--- src/core/sebfe_pkg.sv ---
`default_nettype none

package sebfe_pkg;

  // ---------------------------------------------------------------------------
  // Word and address geometry
  // ---------------------------------------------------------------------------
  localparam int          WORD_BITS     = 8;
  localparam int          ADDR_BITS     = 11;
  localparam int          SEL_BITS      = 3;
  localparam logic [3:0]  BIT_CNT_LAST  = 4'h8;
  localparam logic [3:0]  BIT_CNT_FIRST = 4'h1;
  localparam logic [3:0]  BIT_CNT_ZERO  = 4'h0;

  // ---------------------------------------------------------------------------
  // Size variants
  // ---------------------------------------------------------------------------
  localparam logic [1:0]  VAR_2K  = 2'h0;
  localparam logic [1:0]  VAR_4K  = 2'h1;
  localparam logic [1:0]  VAR_8K  = 2'h2;
  localparam logic [1:0]  VAR_16K = 2'h3;

  // Array masks: 8-, 9-, 10- and 11-bit word addresses.
  localparam logic [10:0] ARRAY_MASK_2K  = 11'h0FF;
  localparam logic [10:0] ARRAY_MASK_4K  = 11'h1FF;
  localparam logic [10:0] ARRAY_MASK_8K  = 11'h3FF;
  localparam logic [10:0] ARRAY_MASK_16K = 11'h7FF;

  // Page offset masks: 8-byte pages (32 of them) or 16-byte pages.
  localparam logic [10:0] PAGE_MASK_8B  = 11'h007;
  localparam logic [10:0] PAGE_MASK_16B = 11'h00F;

  // ---------------------------------------------------------------------------
  // Device address word layout
  // ---------------------------------------------------------------------------
  localparam int          DEV_TYPE_MSB = 7;
  localparam int          DEV_TYPE_LSB = 4;
  localparam int          DEV_SEL_MSB  = 3;
  localparam int          DEV_SEL_LSB  = 1;
  localparam int          DEV_RW_BIT   = 0;

  // ---------------------------------------------------------------------------
  // Reset values
  // ---------------------------------------------------------------------------
  localparam logic [7:0]  SHIFT_RST = 8'h00;
  localparam logic [10:0] ADDR_RST  = 11'h000;
  localparam logic [2:0]  PAGE_RST  = 3'h0;

  typedef enum {ST_IDLE, ST_RECV, ST_ACK, ST_SEND, ST_MACK, ST_WAIT} sebfe_state_t;
  typedef enum {BK_DEV, BK_WADDR, BK_DATA} sebfe_kind_t;

endpackage

`default_nettype wire

--- src/core/sebfe_line_if.sv ---
`timescale 1ns/1ps
`default_nettype none

interface sebfe_line_if;
  logic sclLvl;
  logic sdaLvl;
  logic sclRise;
  logic sclFall;
  logic startSeen;
  logic stopSeen;

  modport producer (output sclLvl, sdaLvl, sclRise, sclFall, startSeen, stopSeen);
  modport consumer (input  sclLvl, sdaLvl, sclRise, sclFall, startSeen, stopSeen);
endinterface

`default_nettype wire

--- src/core/sebfe_front_end.sv ---
`timescale 1ns/1ps
`default_nettype none

module sebfe_front_end
  import sebfe_pkg::*;
#(
  // Device type code; the value is arbitrary.
  parameter logic [3:0] DEV_TYPE_CODE = 4'h6
) (
  input  wire logic        clk,               // System clock, 100 MHz.
  input  wire logic        reset_n,           // Asynchronous reset, active low.
  input  wire logic        clkEn,             // Clock enable, freezes state when low.
  input  wire logic        scl,               // Serial clock pin from the controller.
  input  wire logic        sdaIn,             // Serial data line level.
  output logic             sdaOut,            // Serial data drive value, always low.
  output logic             sdaOe,             // Serial data pull-down enable, high drives.
  input  wire logic [2:0]  chipSelectInputs,  // Hard-wired chip select inputs.
  input  wire logic        writeProtect,      // Protection pin, high blocks writes.
  input  wire logic [1:0]  sizeVariant,       // Size variant selector.
  input  wire logic        opPending,         // Internal operation still running.
  input  wire logic [7:0]  rdData,            // Array byte at memAddr.
  output logic [10:0]      memAddr,           // Current word address counter.
  output logic             rdStrobe,          // Pulse: rdData taken for output.
  output logic             wrStrobe,          // Pulse: wrData to be written at wrAddr.
  output logic [7:0]       wrData,            // Received data byte.
  output logic [10:0]      wrAddr,            // Address for wrData.
  output logic             wrBlocked,         // Pulse: data byte refused by protection.
  output logic             addressed,         // Level: device selected in a transfer.
  output logic             readMode,          // Level: latched read/write select.
  output logic             standby            // Level: low-power standby.
);

  // ---------------------------------------------------------------------------
  // Line conditioning
  // ---------------------------------------------------------------------------
  // Nothing in this module reads the raw scl and sdaIn pins; every bus-line decision uses the conditioned copies.
  sebfe_line_if lineBus ();

  sebfe_line_cond uCond (
    .clk     (clk),
    .reset_n (reset_n),
    .clkEn   (clkEn),
    .sclPin  (scl),
    .sdaPin  (sdaIn),
    .line    (lineBus)
  );

  // ---------------------------------------------------------------------------
  // Address helpers
  // ---------------------------------------------------------------------------
  function automatic logic [10:0] arrayMask(input logic [1:0] v);
    unique case (v)
      VAR_2K:  arrayMask = ARRAY_MASK_2K;
      VAR_4K:  arrayMask = ARRAY_MASK_4K;
      VAR_8K:  arrayMask = ARRAY_MASK_8K;
      VAR_16K: arrayMask = ARRAY_MASK_16K;
    endcase
  endfunction

  function automatic logic [10:0] pageMask(input logic [1:0] v);
    pageMask = (v == VAR_2K) ? PAGE_MASK_8B : PAGE_MASK_16B;
  endfunction

  // Writes wrap inside the page; reads wrap over the whole array.
  function automatic logic [10:0] incPage(input logic [10:0] a, input logic [1:0] v);
    logic [10:0] step;
    step    = a + 11'h001;
    incPage = (a & ~pageMask(v)) | (step & pageMask(v));
  endfunction

  function automatic logic [10:0] incArray(input logic [10:0] a, input logic [1:0] v);
    logic [10:0] step;
    step     = a + 11'h001;
    incArray = step & arrayMask(v);
  endfunction

  // ---------------------------------------------------------------------------
  // State
  // ---------------------------------------------------------------------------
  // The address counter survives stop and mismatch and is cleared only by reset,
  // so a current address read carries on from the last access.
  sebfe_state_t state_reg, state_next;
  sebfe_kind_t  kind_reg,  kind_next;
  logic [3:0]   bitCnt_reg,   bitCnt_next;
  logic [7:0]   shift_reg,    shift_next;
  logic [10:0]  wordAddr_reg, wordAddr_next;
  logic [2:0]   page_reg,     page_next;
  logic         rw_reg,       rw_next;
  logic         oe_reg,       oe_next;
  logic         mAck_reg,     mAck_next;
  logic         wrStb_reg,    wrStb_next;
  logic         rdStb_reg,    rdStb_next;
  logic         blk_reg,      blk_next;
  logic [7:0]   wrData_reg,   wrData_next;
  logic [10:0]  wrAddr_reg,   wrAddr_next;

  // ---------------------------------------------------------------------------
  // Device address decode
  // ---------------------------------------------------------------------------
  // Select pins that a size does not compare are don't-care, so any strap level is safe.
  wire [3:0] devType   = shift_reg[DEV_TYPE_MSB:DEV_TYPE_LSB];
  wire [2:0] devSel    = shift_reg[DEV_SEL_MSB:DEV_SEL_LSB];
  wire       typeMatch = (devType == DEV_TYPE_CODE);
  wire       selMatch2 = (devSel == chipSelectInputs);
  wire       selMatch4 = (devSel[2:1] == chipSelectInputs[2:1]);
  wire       selMatch8 = (devSel[2] == chipSelectInputs[2]);
  wire       selMatch  = (sizeVariant == VAR_2K) ? selMatch2 :
                         (sizeVariant == VAR_4K) ? selMatch4 :
                         (sizeVariant == VAR_8K) ? selMatch8 : 1'b1;
  wire       devMatch  = typeMatch & selMatch;
  wire [2:0] pageBits  = (sizeVariant == VAR_2K) ? 3'h0 :
                         (sizeVariant == VAR_4K) ? {2'h0, devSel[0]} :
                         (sizeVariant == VAR_8K) ? {1'b0, devSel[1:0]} :
                         devSel;
  wire [10:0] rxWordAddr = {page_reg, shift_reg} & arrayMask(sizeVariant);

  wire byteDone = (bitCnt_reg == BIT_CNT_LAST);
  wire sendLast = (bitCnt_reg == BIT_CNT_LAST);

  // ---------------------------------------------------------------------------
  // Transfer events
  // ---------------------------------------------------------------------------
  // Bits are taken only on a rise and a word ends only on the fall after the
  // eighth bit, so a data change while the clock is low never lands as data.
  wire rxSample  = lineBus.sclRise && !byteDone;
  wire rxWordEnd = lineBus.sclFall && byteDone;

  // ---------------------------------------------------------------------------
  // Next-state logic
  // ---------------------------------------------------------------------------
  logic doLoad;

  always_comb begin
    state_next    = state_reg;
    kind_next     = kind_reg;
    bitCnt_next   = bitCnt_reg;
    shift_next    = shift_reg;
    wordAddr_next = wordAddr_reg;
    page_next     = page_reg;
    rw_next       = rw_reg;
    oe_next       = oe_reg;
    mAck_next     = mAck_reg;
    wrStb_next    = 1'b0;
    rdStb_next    = 1'b0;
    blk_next      = 1'b0;
    wrData_next   = wrData_reg;
    wrAddr_next   = wrAddr_reg;
    doLoad        = 1'b0;

    if (lineBus.startSeen) begin
      state_next  = ST_RECV;
      kind_next   = BK_DEV;
      bitCnt_next = BIT_CNT_ZERO;
      oe_next     = 1'b0;
    end else if (lineBus.stopSeen) begin
      state_next = ST_IDLE;
      oe_next    = 1'b0;
    end else begin
      unique case (state_reg)
        // Clock edges here belong to another device's transfer or follow the controller's no-acknowledge, and are ignored.
        ST_IDLE, ST_WAIT: begin
          oe_next = 1'b0;
        end
        ST_RECV: begin
          if (rxSample) begin
            shift_next  = {shift_reg[6:0], lineBus.sdaLvl};
            bitCnt_next = bitCnt_reg + BIT_CNT_FIRST;
          end else if (rxWordEnd) begin
            state_next = ST_ACK;
            oe_next    = 1'b1;
            unique case (kind_reg)
              BK_DEV: begin
                if (devMatch) begin
                  rw_next   = shift_reg[DEV_RW_BIT];
                  page_next = pageBits;
                end else begin
                  state_next = ST_IDLE;
                  oe_next    = 1'b0;
                end
              end
              BK_WADDR: begin
                wordAddr_next = rxWordAddr;
              end
              BK_DATA: begin
                if (writeProtect) begin
                  blk_next = 1'b1;
                end else begin
                  wrStb_next  = 1'b1;
                  wrData_next = shift_reg;
                  wrAddr_next = wordAddr_reg;
                end
                wordAddr_next = incPage(wordAddr_reg, sizeVariant);
              end
            endcase
          end
        end
        ST_ACK: begin
          if (lineBus.sclFall) begin
            oe_next     = 1'b0;
            bitCnt_next = BIT_CNT_ZERO;
            state_next  = ST_RECV;
            if (kind_reg == BK_DEV && rw_reg) begin
              doLoad = 1'b1;
            end else if (kind_reg == BK_DEV) begin
              kind_next = BK_WADDR;
            end else begin
              kind_next = BK_DATA;
            end
          end
        end
        // Only the enable moves; a one is sent by releasing the line to its pull-up.
        ST_SEND: begin
          if (lineBus.sclFall) begin
            if (sendLast) begin
              oe_next    = 1'b0;
              state_next = ST_MACK;
            end else begin
              oe_next     = ~shift_reg[6];
              shift_next  = {shift_reg[6:0], 1'b0};
              bitCnt_next = bitCnt_reg + BIT_CNT_FIRST;
            end
          end
        end
        // The controller's bit is taken at the rise and acted on at the fall, so a
        // following byte always starts on a falling edge.
        ST_MACK: begin
          if (lineBus.sclRise) begin
            mAck_next = ~lineBus.sdaLvl;
          end else if (lineBus.sclFall) begin
            if (mAck_reg) begin
              doLoad = 1'b1;
            end else begin
              state_next = ST_WAIT;
            end
          end
        end
      endcase
    end

    // The first bit goes out on the same falling edge that ends the ack slot.
    if (doLoad) begin
      state_next    = ST_SEND;
      shift_next    = rdData;
      oe_next       = ~rdData[7];
      bitCnt_next   = BIT_CNT_FIRST;
      rdStb_next    = 1'b1;
      wordAddr_next = incArray(wordAddr_reg, sizeVariant);
    end
  end

  // ---------------------------------------------------------------------------
  // Registers
  // ---------------------------------------------------------------------------
  always_ff @(posedge clk or negedge reset_n) begin
    if (!reset_n) begin
      state_reg <= ST_IDLE;
      kind_reg  <= BK_DEV;
    end else if (clkEn) begin
      state_reg <= state_next;
      kind_reg  <= kind_next;
    end
  end

  always_ff @(posedge clk or negedge reset_n) begin
    if (!reset_n) begin
      bitCnt_reg   <= BIT_CNT_ZERO;
      shift_reg    <= SHIFT_RST;
      wordAddr_reg <= ADDR_RST;
      page_reg     <= PAGE_RST;
      rw_reg       <= 1'b0;
      oe_reg       <= 1'b0;
      mAck_reg     <= 1'b0;
    end else if (clkEn) begin
      bitCnt_reg   <= bitCnt_next;
      shift_reg    <= shift_next;
      wordAddr_reg <= wordAddr_next;
      page_reg     <= page_next;
      rw_reg       <= rw_next;
      oe_reg       <= oe_next;
      mAck_reg     <= mAck_next;
    end
  end

  // Strobes and write data sit apart from the FSM; the data hold until the next
  // byte, so the array side may take them a cycle late.
  always_ff @(posedge clk or negedge reset_n) begin
    if (!reset_n) begin
      wrStb_reg  <= 1'b0;
      rdStb_reg  <= 1'b0;
      blk_reg    <= 1'b0;
      wrData_reg <= SHIFT_RST;
      wrAddr_reg <= ADDR_RST;
    end else if (clkEn) begin
      wrStb_reg  <= wrStb_next;
      rdStb_reg  <= rdStb_next;
      blk_reg    <= blk_next;
      wrData_reg <= wrData_next;
      wrAddr_reg <= wrAddr_next;
    end
  end

  // ---------------------------------------------------------------------------
  // Outputs
  // ---------------------------------------------------------------------------
  // The pad is open drain: the value is always low and only the enable moves.
  assign sdaOut    = 1'b0;
  assign sdaOe     = oe_reg;
  assign memAddr   = wordAddr_reg;
  assign rdStrobe  = rdStb_reg;
  assign wrStrobe  = wrStb_reg;
  assign wrData    = wrData_reg;
  assign wrAddr    = wrAddr_reg;
  assign wrBlocked = blk_reg;
  assign addressed = (state_reg != ST_IDLE) &&
                     !(state_reg == ST_RECV && kind_reg == BK_DEV);
  assign readMode  = rw_reg;
  // Standby waits for the pending operation, so a write cycle is never cut short.
  assign standby   = (state_reg == ST_IDLE) && !opPending;

endmodule // sebfe_front_end

`default_nettype wire

--- src/core/sebfe_line_cond.sv ---
`timescale 1ns/1ps
`default_nettype none

module sebfe_line_cond (
  input  wire logic          clk,       // System clock.
  input  wire logic          reset_n,   // Asynchronous reset, active low.
  input  wire logic          clkEn,     // Clock enable, freezes state when low.
  input  wire logic          sclPin,    // Raw serial clock pin.
  input  wire logic          sdaPin,    // Raw serial data line level.
  sebfe_line_if.producer     line       // Conditioned levels and events.
);

  // ---------------------------------------------------------------------------
  // Synchronisers and edge history
  // ---------------------------------------------------------------------------
  // Only the second stage and the history stage are looked at by logic.
  logic sclMeta_reg;
  logic sclSync_reg;
  logic sclPrev_reg;
  logic sdaMeta_reg;
  logic sdaSync_reg;
  logic sdaPrev_reg;

  always_ff @(posedge clk or negedge reset_n) begin
    if (!reset_n) begin
      sclMeta_reg <= 1'b1;
      sclSync_reg <= 1'b1;
      sclPrev_reg <= 1'b1;
      sdaMeta_reg <= 1'b1;
      sdaSync_reg <= 1'b1;
      sdaPrev_reg <= 1'b1;
    end else if (clkEn) begin
      sclMeta_reg <= sclPin;
      sclSync_reg <= sclMeta_reg;
      sclPrev_reg <= sclSync_reg;
      sdaMeta_reg <= sdaPin;
      sdaSync_reg <= sdaMeta_reg;
      sdaPrev_reg <= sdaSync_reg;
    end
  end

  // ---------------------------------------------------------------------------
  // Events
  // ---------------------------------------------------------------------------
  // A data edge counts only while the clock was high on both samples.
  wire sclHeld = sclSync_reg & sclPrev_reg;

  assign line.sclLvl    = sclSync_reg;
  assign line.sdaLvl    = sdaSync_reg;
  assign line.sclRise   = clkEn & sclSync_reg & ~sclPrev_reg;
  assign line.sclFall   = clkEn & ~sclSync_reg & sclPrev_reg;
  assign line.startSeen = clkEn & sclHeld & sdaPrev_reg & ~sdaSync_reg;
  assign line.stopSeen  = clkEn & sclHeld & ~sdaPrev_reg & sdaSync_reg;

endmodule // sebfe_line_cond

`default_nettype wire

--- config.mk ---
export PLATFORM = sky130hd
export DESIGN_NAME = sebfe_front_end
export DESIGN_NICKNAME = d
export VERILOG_FILES = /design/src/core/sebfe_pkg.sv /design/src/core/sebfe_line_if.sv /design/src/core/sebfe_front_end.sv /design/src/core/sebfe_line_cond.sv
export SDC_FILE = /design/constraint.sdc
export NUM_CORES = 1
export LEC_CHECK = 0
export ABC_AREA = 1
export BUFFER_PORTS_ARGS = -buffer_cell sky130_fd_sc_hd__clkbuf_2
export CORE_ASPECT_RATIO = 0.9
export CORE_MARGIN = 1
export CORE_UTILIZATION = 61
export DETAILED_ROUTE_END_ITERATION = 8
export GPL_ROUTABILITY_DRIVEN = 0
export PLACE_DENSITY = 0.85
export SKIP_LAST_GASP = 1
export SLEW_MARGIN = 20
export SYNTH_ARGS = -nofsm -noshare
export SYNTH_HDL_FRONTEND = slang
export SYNTH_HIERARCHICAL = 1
export SYNTH_SLANG_ARGS = --single-unit
--- constraint.sdc ---
create_clock -name clk -period 2.95 [get_ports clk]
set_input_delay 0.59 -clock clk [delete_from_list [all_inputs] [get_ports clk]]
set_output_delay 0.59 -clock clk [all_outputs]
set_load 0.05 [all_outputs]
==> results of run 1 <==
## worst register-to-register path, stage by stage (launching register included)
cell	delay [ns]
dfstp_2	0.56
nand3_1	0.10
nor2_1	0.41
inv_1	0.19
nand3_2	0.19
buf_4	0.20
inv_2	0.08
nor3_1	0.23
inv_1	0.07
nand3_1	0.09
nand2_1	0.06
## path summary, 6_finish.rpt
| check | endpoint | cells past startpoint |
|---|---|---|
| worst max-delay path | register | 10 |
| worst min-delay path | wrStrobe | 1 |
| worst max register to register | register | 10 |
| worst min register to register | uCond/sclMeta_reg | 2 |
| max in group asynchronous | uCond/line.sclLvl | 2 |
| min in group clk | uCond/sclMeta_reg | 3 |
## Yosys cell counts (all sizes together) (2+ instances only)
cell type	number
nor2	53
nand4	5
nand3	24
dfrtp	56
a31oi	2
xor2	2
o211ai	5
ha	3
clkbuf	2
o31ai	4
inv	62
nor3	9
dfstp	6
a21oi	19
nand3b	3
nand2	119
o21ai	63
xnor2	4
buf	10
## kinds of logic (layout without fill, tap and decap cells)
logic type	after synthesis	after routing	share of synthesized area (%)
compound gates	97	97	15.3
xor+xnor	6	6	1.51
fa+ha+maj	3	3	1.08
buf+inv	74	139	9.51
flops	62	62	44.9
other cells	1	1	0.108
simple gates	217	217	27.6
## per-layer routing
metal  global-route usage (%)  vias up
li1                         -     1600
met1                     45.4     1555
met2                     43.5      155
met3                     5.59       20
met4                     12.5        0
met5                        0        -
## metrics by stage
stage	utilization, %	std cells	area, µm²	total power (W)	hold slack, ns
after floorplan	-	460	3470	0.00190	0.294
after global placement	70.4	576	3790	0.00214	0.457
after detailed placement	70.4	576	3790	0.00217	0.473
after CTS	73.8	592	3970	0.00286	0.327
after global routing	73.8	592	3970	0.00306	0.346
final	73.8	592	3970	0.00287	0.305
## cell type report
type	count	share of cell area, %
multi-input combinational	324	39.9
clock inverter	1	0.126
inverter	62	5.86
tap	67	2.11
sequential	62	39.3
clock buffer	15	4.44
timing repair buffer	61	8.32
## power breakdown
group	internal, W	total [W]	switching, W	leakage, nW
logic	0.000332	0.00105	0.000714	1.27
registers	0.000991	0.00114	0.000145	0.758
clock network	0.000374	0.000690	0.000316	0.0937
total	0.00170	0.00287	0.00117	2.12
==> metrics.md, run 1 <==
| Metric | Value |
|---|---|
| Clk pin slew, worst setup/hold paths | 0.07 ns |
| IO Pins | 58 |
| Max-slew headroom | 50.9% |
| Sum of buffers and inverters on the critical path | 4 |
| TritonCTS Buffers | 9 |
| Critical Path Start | uCond/sclPrev_reg |
| Critical Path Fanout Max | 10 |
| Synth top area cells | dfrtp_1 (40%), nand2_1 (12%), o21ai_0 (7.6%) |
| Vias | 3330 |
| Max reg flops | 11 |
| Hold WC Path Type | input port to async pin |
| Worst Setup End Kind | register |
| Post-DR vias/cell | 5.63 |
| FP Rows | 25 |
| PD cells | 723 nW/µm² |
| Gate Count Post-Synth | 460 |
| RSZ-0062 raised after global routing | false |
| Top FF cell, synth | dfrtp_1 |
| Clock Latency Late Sink | 0.34 ns |
| Commonest non-fill, non-tap cells in the layout | nand2_1 (114), inv_1 (57), dfrtp_1 (56), clkbuf_2 (56), o21ai_0 (53) |
| Post_cts resized | 0 |
| Synth top area share | 40.3% |
| Area of the multi-input gates | 1580 µm² |
| Number of remaining DRC errors | 0 |
| CP required | 3.17 ns |
| R2R setup slack | 0.65 ns |
| Net count after synthesis | 483 |
| Cell taking the most area after synthesis | dfrtp_1 |
| Sum Neg Setup Slack | 0 ns |
| Post-Synthesis Cell Area | 3470 µm² |
| Nets@finish | 543 |
| Max-cap viol count | 0 |
| Final wirelength | 8380 µm |
| Slew @ Worst Pin | 0.736 ns |
| CTS tree | done |
| Detailed placement HPWL | 6270 µm |
| Final Critical Period | 2.30 ns |
| Most common cell after layout, fill and taps aside | nand2_1 |
| Vias in the first global route | 2925 |
| Critical-path cell list | nand3_1, nor2_1, inv_1, nand3_2, buf_4, inv_2, nor3_1, inv_1, nand3_1, nand2_1 |
| Worst setup margin | 0.645 ns |
| Slowest Stage Delay on Critical Path | 0.56 ns |
| Layout cells sized above 1 | 20.2% |
| Worst VDD drop | 0.542 mV |
| Fillers | 431 |
| CTS H-tree depth | 3 |
| Routed Antenna Nets | 0 |
| Syn_area_per_cell | 7.55 µm² |
| LEAKAGE | 2.12 nW |
| Async set-or-reset flop fraction in the synthesized netlist | 100% |
| Pin count of the biggest net entering global routing | 36 |
| Register area share after synthesis | 44.9% |
| GRT Overall Usage | 30.5% |
| Drt wl/cell | 14.2 µm |
| Initial antenna violation count | 0 |
| Antenna Cells | 0 |
| Critical path arrival | 2.52 ns |
| Seq. cell area | 1560 µm² |
| Final worst-path cycle share | 78.1% |
| Starting DRT DRC Count | 256 |
| Die X-Extent | 81.5 µm |
| Effective utilization at floorplan | 64.6% |
| Crit Reg-Reg Startpoint | uCond/sclPrev_reg |
| Post-CTS setup buffer count | 0 |
| Post-CTS Hold Fix Bufs | 0 |
| Distinct cells, synth | 38 |
| YS warnings | 6 |
| Final Slew Violations | 0 |
| Gr ovfl total | 0 |
| Num Clock Sinks | 62 |
| Synthesized flop and latch total | 62 |
| DIE AREA | 6000 µm² |
| Drt first pass iters | 6 |
| Root Buffer | clkbuf_8 |
| Fmax | 434 MHz |
| Dpl ws | 0.389 ns |
| IO buf count | 56 |
| Final Hold Fails | 0 |
| WL met2 | 3660 µm |
| CP Class | register to register |
| Clk_skew | 0.00821 ns |
| Met3 WL | 677 µm |
| CP max stage cell | dfstp_2 |
| Final Setup Violations | 0 |
| First-pass GRT wire length | 13600 µm |
| Max Used Layer | met4 |
| CP Launch Type | register |
| Worst path top cell family by delay | simple AND/OR/NAND/NOR gates |
| Max Buffers Root-to-Sink | 2 |
| Post-synth EDFFs | 0 |
| M1 WL | 3900 µm |
| Layout area overhead | 14.3% |
| Die H | 73.6 µm |
| Core area | 5380 µm² |
| Status | completed |
No activity file was read; power rests on OpenSTA's default activity.
==> run 2, diff against run 1 <==
--- a/config.mk
+++ b/config.mk
@@ -5,14 +5,14 @@
 export SDC_FILE = /design/constraint.sdc
 export NUM_CORES = 1
 export LEC_CHECK = 0
-export ABC_AREA = 1
+export ABC_AREA = 0
 export BUFFER_PORTS_ARGS = -buffer_cell sky130_fd_sc_hd__clkbuf_2
 export CORE_ASPECT_RATIO = 0.9
 export CORE_MARGIN = 1
-export CORE_UTILIZATION = 61
+export CORE_UTILIZATION = 51
 export DETAILED_ROUTE_END_ITERATION = 8
 export GPL_ROUTABILITY_DRIVEN = 0
-export PLACE_DENSITY = 0.85
+export PLACE_DENSITY = 0.76
 export SKIP_LAST_GASP = 1
 export SLEW_MARGIN = 20
 export SYNTH_ARGS = -nofsm -noshare
==> constraint.sdc (replaced) <==
create_clock -name clk -period 1.9 [get_ports clk]
set_input_delay 0.38 -clock clk [delete_from_list [all_inputs] [get_ports clk]]
set_output_delay 0.38 -clock clk [all_outputs]
set_load 0.05 [all_outputs]
==> metrics.md, run 2 <==
| Metric | Value |
|---|---|
| Top-count cell post-synth | dfrtp_1 |
| Final worst-path cycle share | 129% |
| Final hold slack | 0.0190 ns |
| Fmax | 408 MHz |
| Clk pin slew, worst setup/hold paths | 0.07 ns |
| Distinct cells, synth | 72 |
| Switching share of power | 40.7% |
| Drt first pass iters | 5 |
| Part of the power in the clock network | 21.8% |
| Slew @ Worst Pin | 0.693 ns |
| Core area | 6760 µm² |
| Pin count of the biggest net entering global routing | 63 |
| Max reg flops | 11 |
| CTS H-tree depth | 3 |
| Synth Area in Compound Gates | 15.6% |
| Root Buffer | clkbuf_8 |
| Number of remaining DRC errors | 0 |
| LEAKAGE | 2.67 nW |
| RSZ-0062 raised after global routing | true |
| Clk_skew | 0.00874 ns |
| Pint | 0.00358 W |
| Worst setup margin | -0.552 ns |
| Die H | 82.4 µm |
| Hold WC Path Type | input port to async pin |
| Gr ovfl total | 0 |
| Area of the multi-input gates | 2420 µm² |
| Final Critical Period | 2.45 ns |
| Worst VDD drop | 0.854 mV |
| Critical Path Fanout Max | 5 |
| Effective utilization at floorplan | 54.2% |
| Final Slew Violations | 0 |
| Layout cells sized above 1 | 61.5% |
| Worst Setup End Kind | register |
| FP Rows | 28 |
| Adder-Cell Fraction of Synth Area | 1.02% |
| Synth top area share | 38.2% |
| Sequential share of power | 28.8% |
| Final Hold Fails | 0 |
| Final wirelength | 14400 µm |
| Most common cell after layout, fill and taps aside | buf_4 |
| Post-Layout Cell Count | 578 |
| Post-Synthesis Cell Area | 3670 µm² |
| Area share of xor/xnor cells in the synthesized design | 1.67% |
| Nets@finish | 506 |
| Sw Pwr | 0.00246 W |
| Clock Latency Late Sink | 0.35 ns |
| Detailed placement HPWL | 7180 µm |
| Critical Path Start | uCond/sclPrev_reg |
| Register area share after synthesis | 42.5% |
| IO Pins | 58 |
| Fillers | 305 |
| Routed Antenna Nets | 0 |
| CP Class | register to register |
| Die X-Extent | 91.4 µm |
| Failing checks | setup timing |
| Syn_area_per_cell | 11.1 µm² |
| Gate Count Post-Synth | 329 |
| Seq. cell area | 1560 µm² |
| PD cells | 1070 nW/µm² |
| Net count after synthesis | 352 |
| IO buf count | 56 |
| Most common library cells after synthesis | dfrtp_1 (56), mux2_2 (26), nor2_1 (19), mux2_4 (16), inv_1 (14) |
| Antenna Cells | 0 |
| Max-cap viol count | 0 |
| Synth Area in Simple Gates | 17.7% |
| CP Launch Type | register |
| Cell taking the most area after synthesis | dfrtp_1 |
| Main combinational cell family by area after synthesis | simple AND/OR/NAND/NOR gates |
| CTS tree | done |
| YS warnings | 6 |
| Vias | 3803 |
| Top FF cell, synth | dfrtp_1 |
| Synthesized flop and latch total | 62 |
| Starting DRT DRC Count | 537 |
| CP required | 2.19 ns |
| Post-DR vias/cell | 6.58 |
| DP Cell Count | 532 |
| Logic pwr share | 49.3% |
| Status | finished with violations |
| First-pass GRT wire length | 18100 µm |
| Max Buffers Root-to-Sink | 2 |
| Post-synth EDFFs | 0 |
| Max-slew headroom | 52.6% |
| Crit Reg-Reg Startpoint | uCond/sclPrev_reg |
| GRT Overall Usage | 32.0% |
| Initial antenna violation count | 0 |
| Mux contribution to synthesized area | 16.9% |
| Dpl ws | -0.374 ns |
| Layout area overhead | 54.1% |
| Vias in the first global route | 3520 |
| Synth top area cells | dfrtp_1 (38%), mux2_2 (8.0%), mux2_4 (6.6%) |
| Drt wl/cell | 24.9 µm |
| Async set-or-reset flop fraction in the synthesized netlist | 100% |
| Critical path arrival | 2.75 ns |
| TritonCTS Buffers | 9 |
| DIE AREA | 7530 µm² |
| Final Setup Violations | 55 |
| Num Clock Sinks | 62 |
| Commonest non-fill, non-tap cells in the layout | buf_4 (73), dfrtp_1 (55), clkbuf_2 (54), mux2_4 (44), buf_6 (24) |
run 2: final timing paths:
check                               endpoint  slack [ns]  cells after the start
max                             state_reg[1]       -0.55                      8
min                             shift_reg[6]        0.02                      2
max reg2reg                     state_reg[1]       -0.55                      8
min reg2reg                         wrStrobe        0.48                      1
max in group asynchronous           readMode        1.56                      2
min in group clk           uCond/sclMeta_reg        0.26                      2
run 2: cell type report:
type,count,share of cell area (%)
clock buffers,10,2.43
well taps,90,1.99
clock inverters,6,1.51
repair buffers,161,22.7
inverters,14,0.930
flip-flops and latches,62,27.6
multi-input cells,235,42.8
run 2: worst max-delay path, cell delays in order, from the launching register on:
cell,delay [ns]
dfstp_2,0.39
buf_12,0.13
nand3_4,0.11
nor3b_4,0.07
buf_6,0.13
nor2_1,0.54
o211ai_1,0.37
o21ai_0,0.43
mux2_4,0.23
run 2: power groups by stage:
stage	registers, W	logic [W]	clock network [W]
2_1_floorplan	0.00190	0.00113	0
6_report	0.00174	0.00298	0.00132
5_1_grt	0.00175	0.00307	0.00136
3_3_place_gp	0.00169	0.00210	0
3_5_place_dp	0.00171	0.00215	0
4_1_cts	0.00170	0.00241	0.00132
run 2: repair_timing:
item,in CTS,in global routing
cloned,0,1
pin swaps,16,28
hold buffers,0,0
endpoints found under the setup margin,53,57
endpoints found under the hold margin,0,0
setup buffers,13,21
resized for setup,46,82
run 2: cells by family after synthesis:
family / Yosys count
adders and majority gates: 3
AOI/OAI and AO/OA: 75
xor gates and xnor gates: 7
and+or+nand+nor: 99
DFF: 62
buffers and inverters: 32
muxes: 50
other: 1
run 2: layer usage:
metal  global-route usage (%)  vias up  part of all wire [%]
li1                         -     1536                     -
met4                     16.3        0                   6.6
met3                     9.62      100                    10
met1                     39.1     1829                    37
met5                        0        -                     0
met2                     52.3      338                    46
run 2: per-stage QoR:
stage | area, µm² | util, % | TNS, ns | total power [W]
after floorplan | 3750 | - | -9.68 | 0.00304
after global placement | 4640 | 68.6 | -10.90 | 0.00379
after detailed placement | 4640 | 68.6 | -13.16 | 0.00385
after CTS | 5150 | 76.2 | -11.11 | 0.00543
after global routing | 5650 | 83.6 | -21.16 | 0.00619
final | 5650 | 83.6 | -17.88 | 0.00604
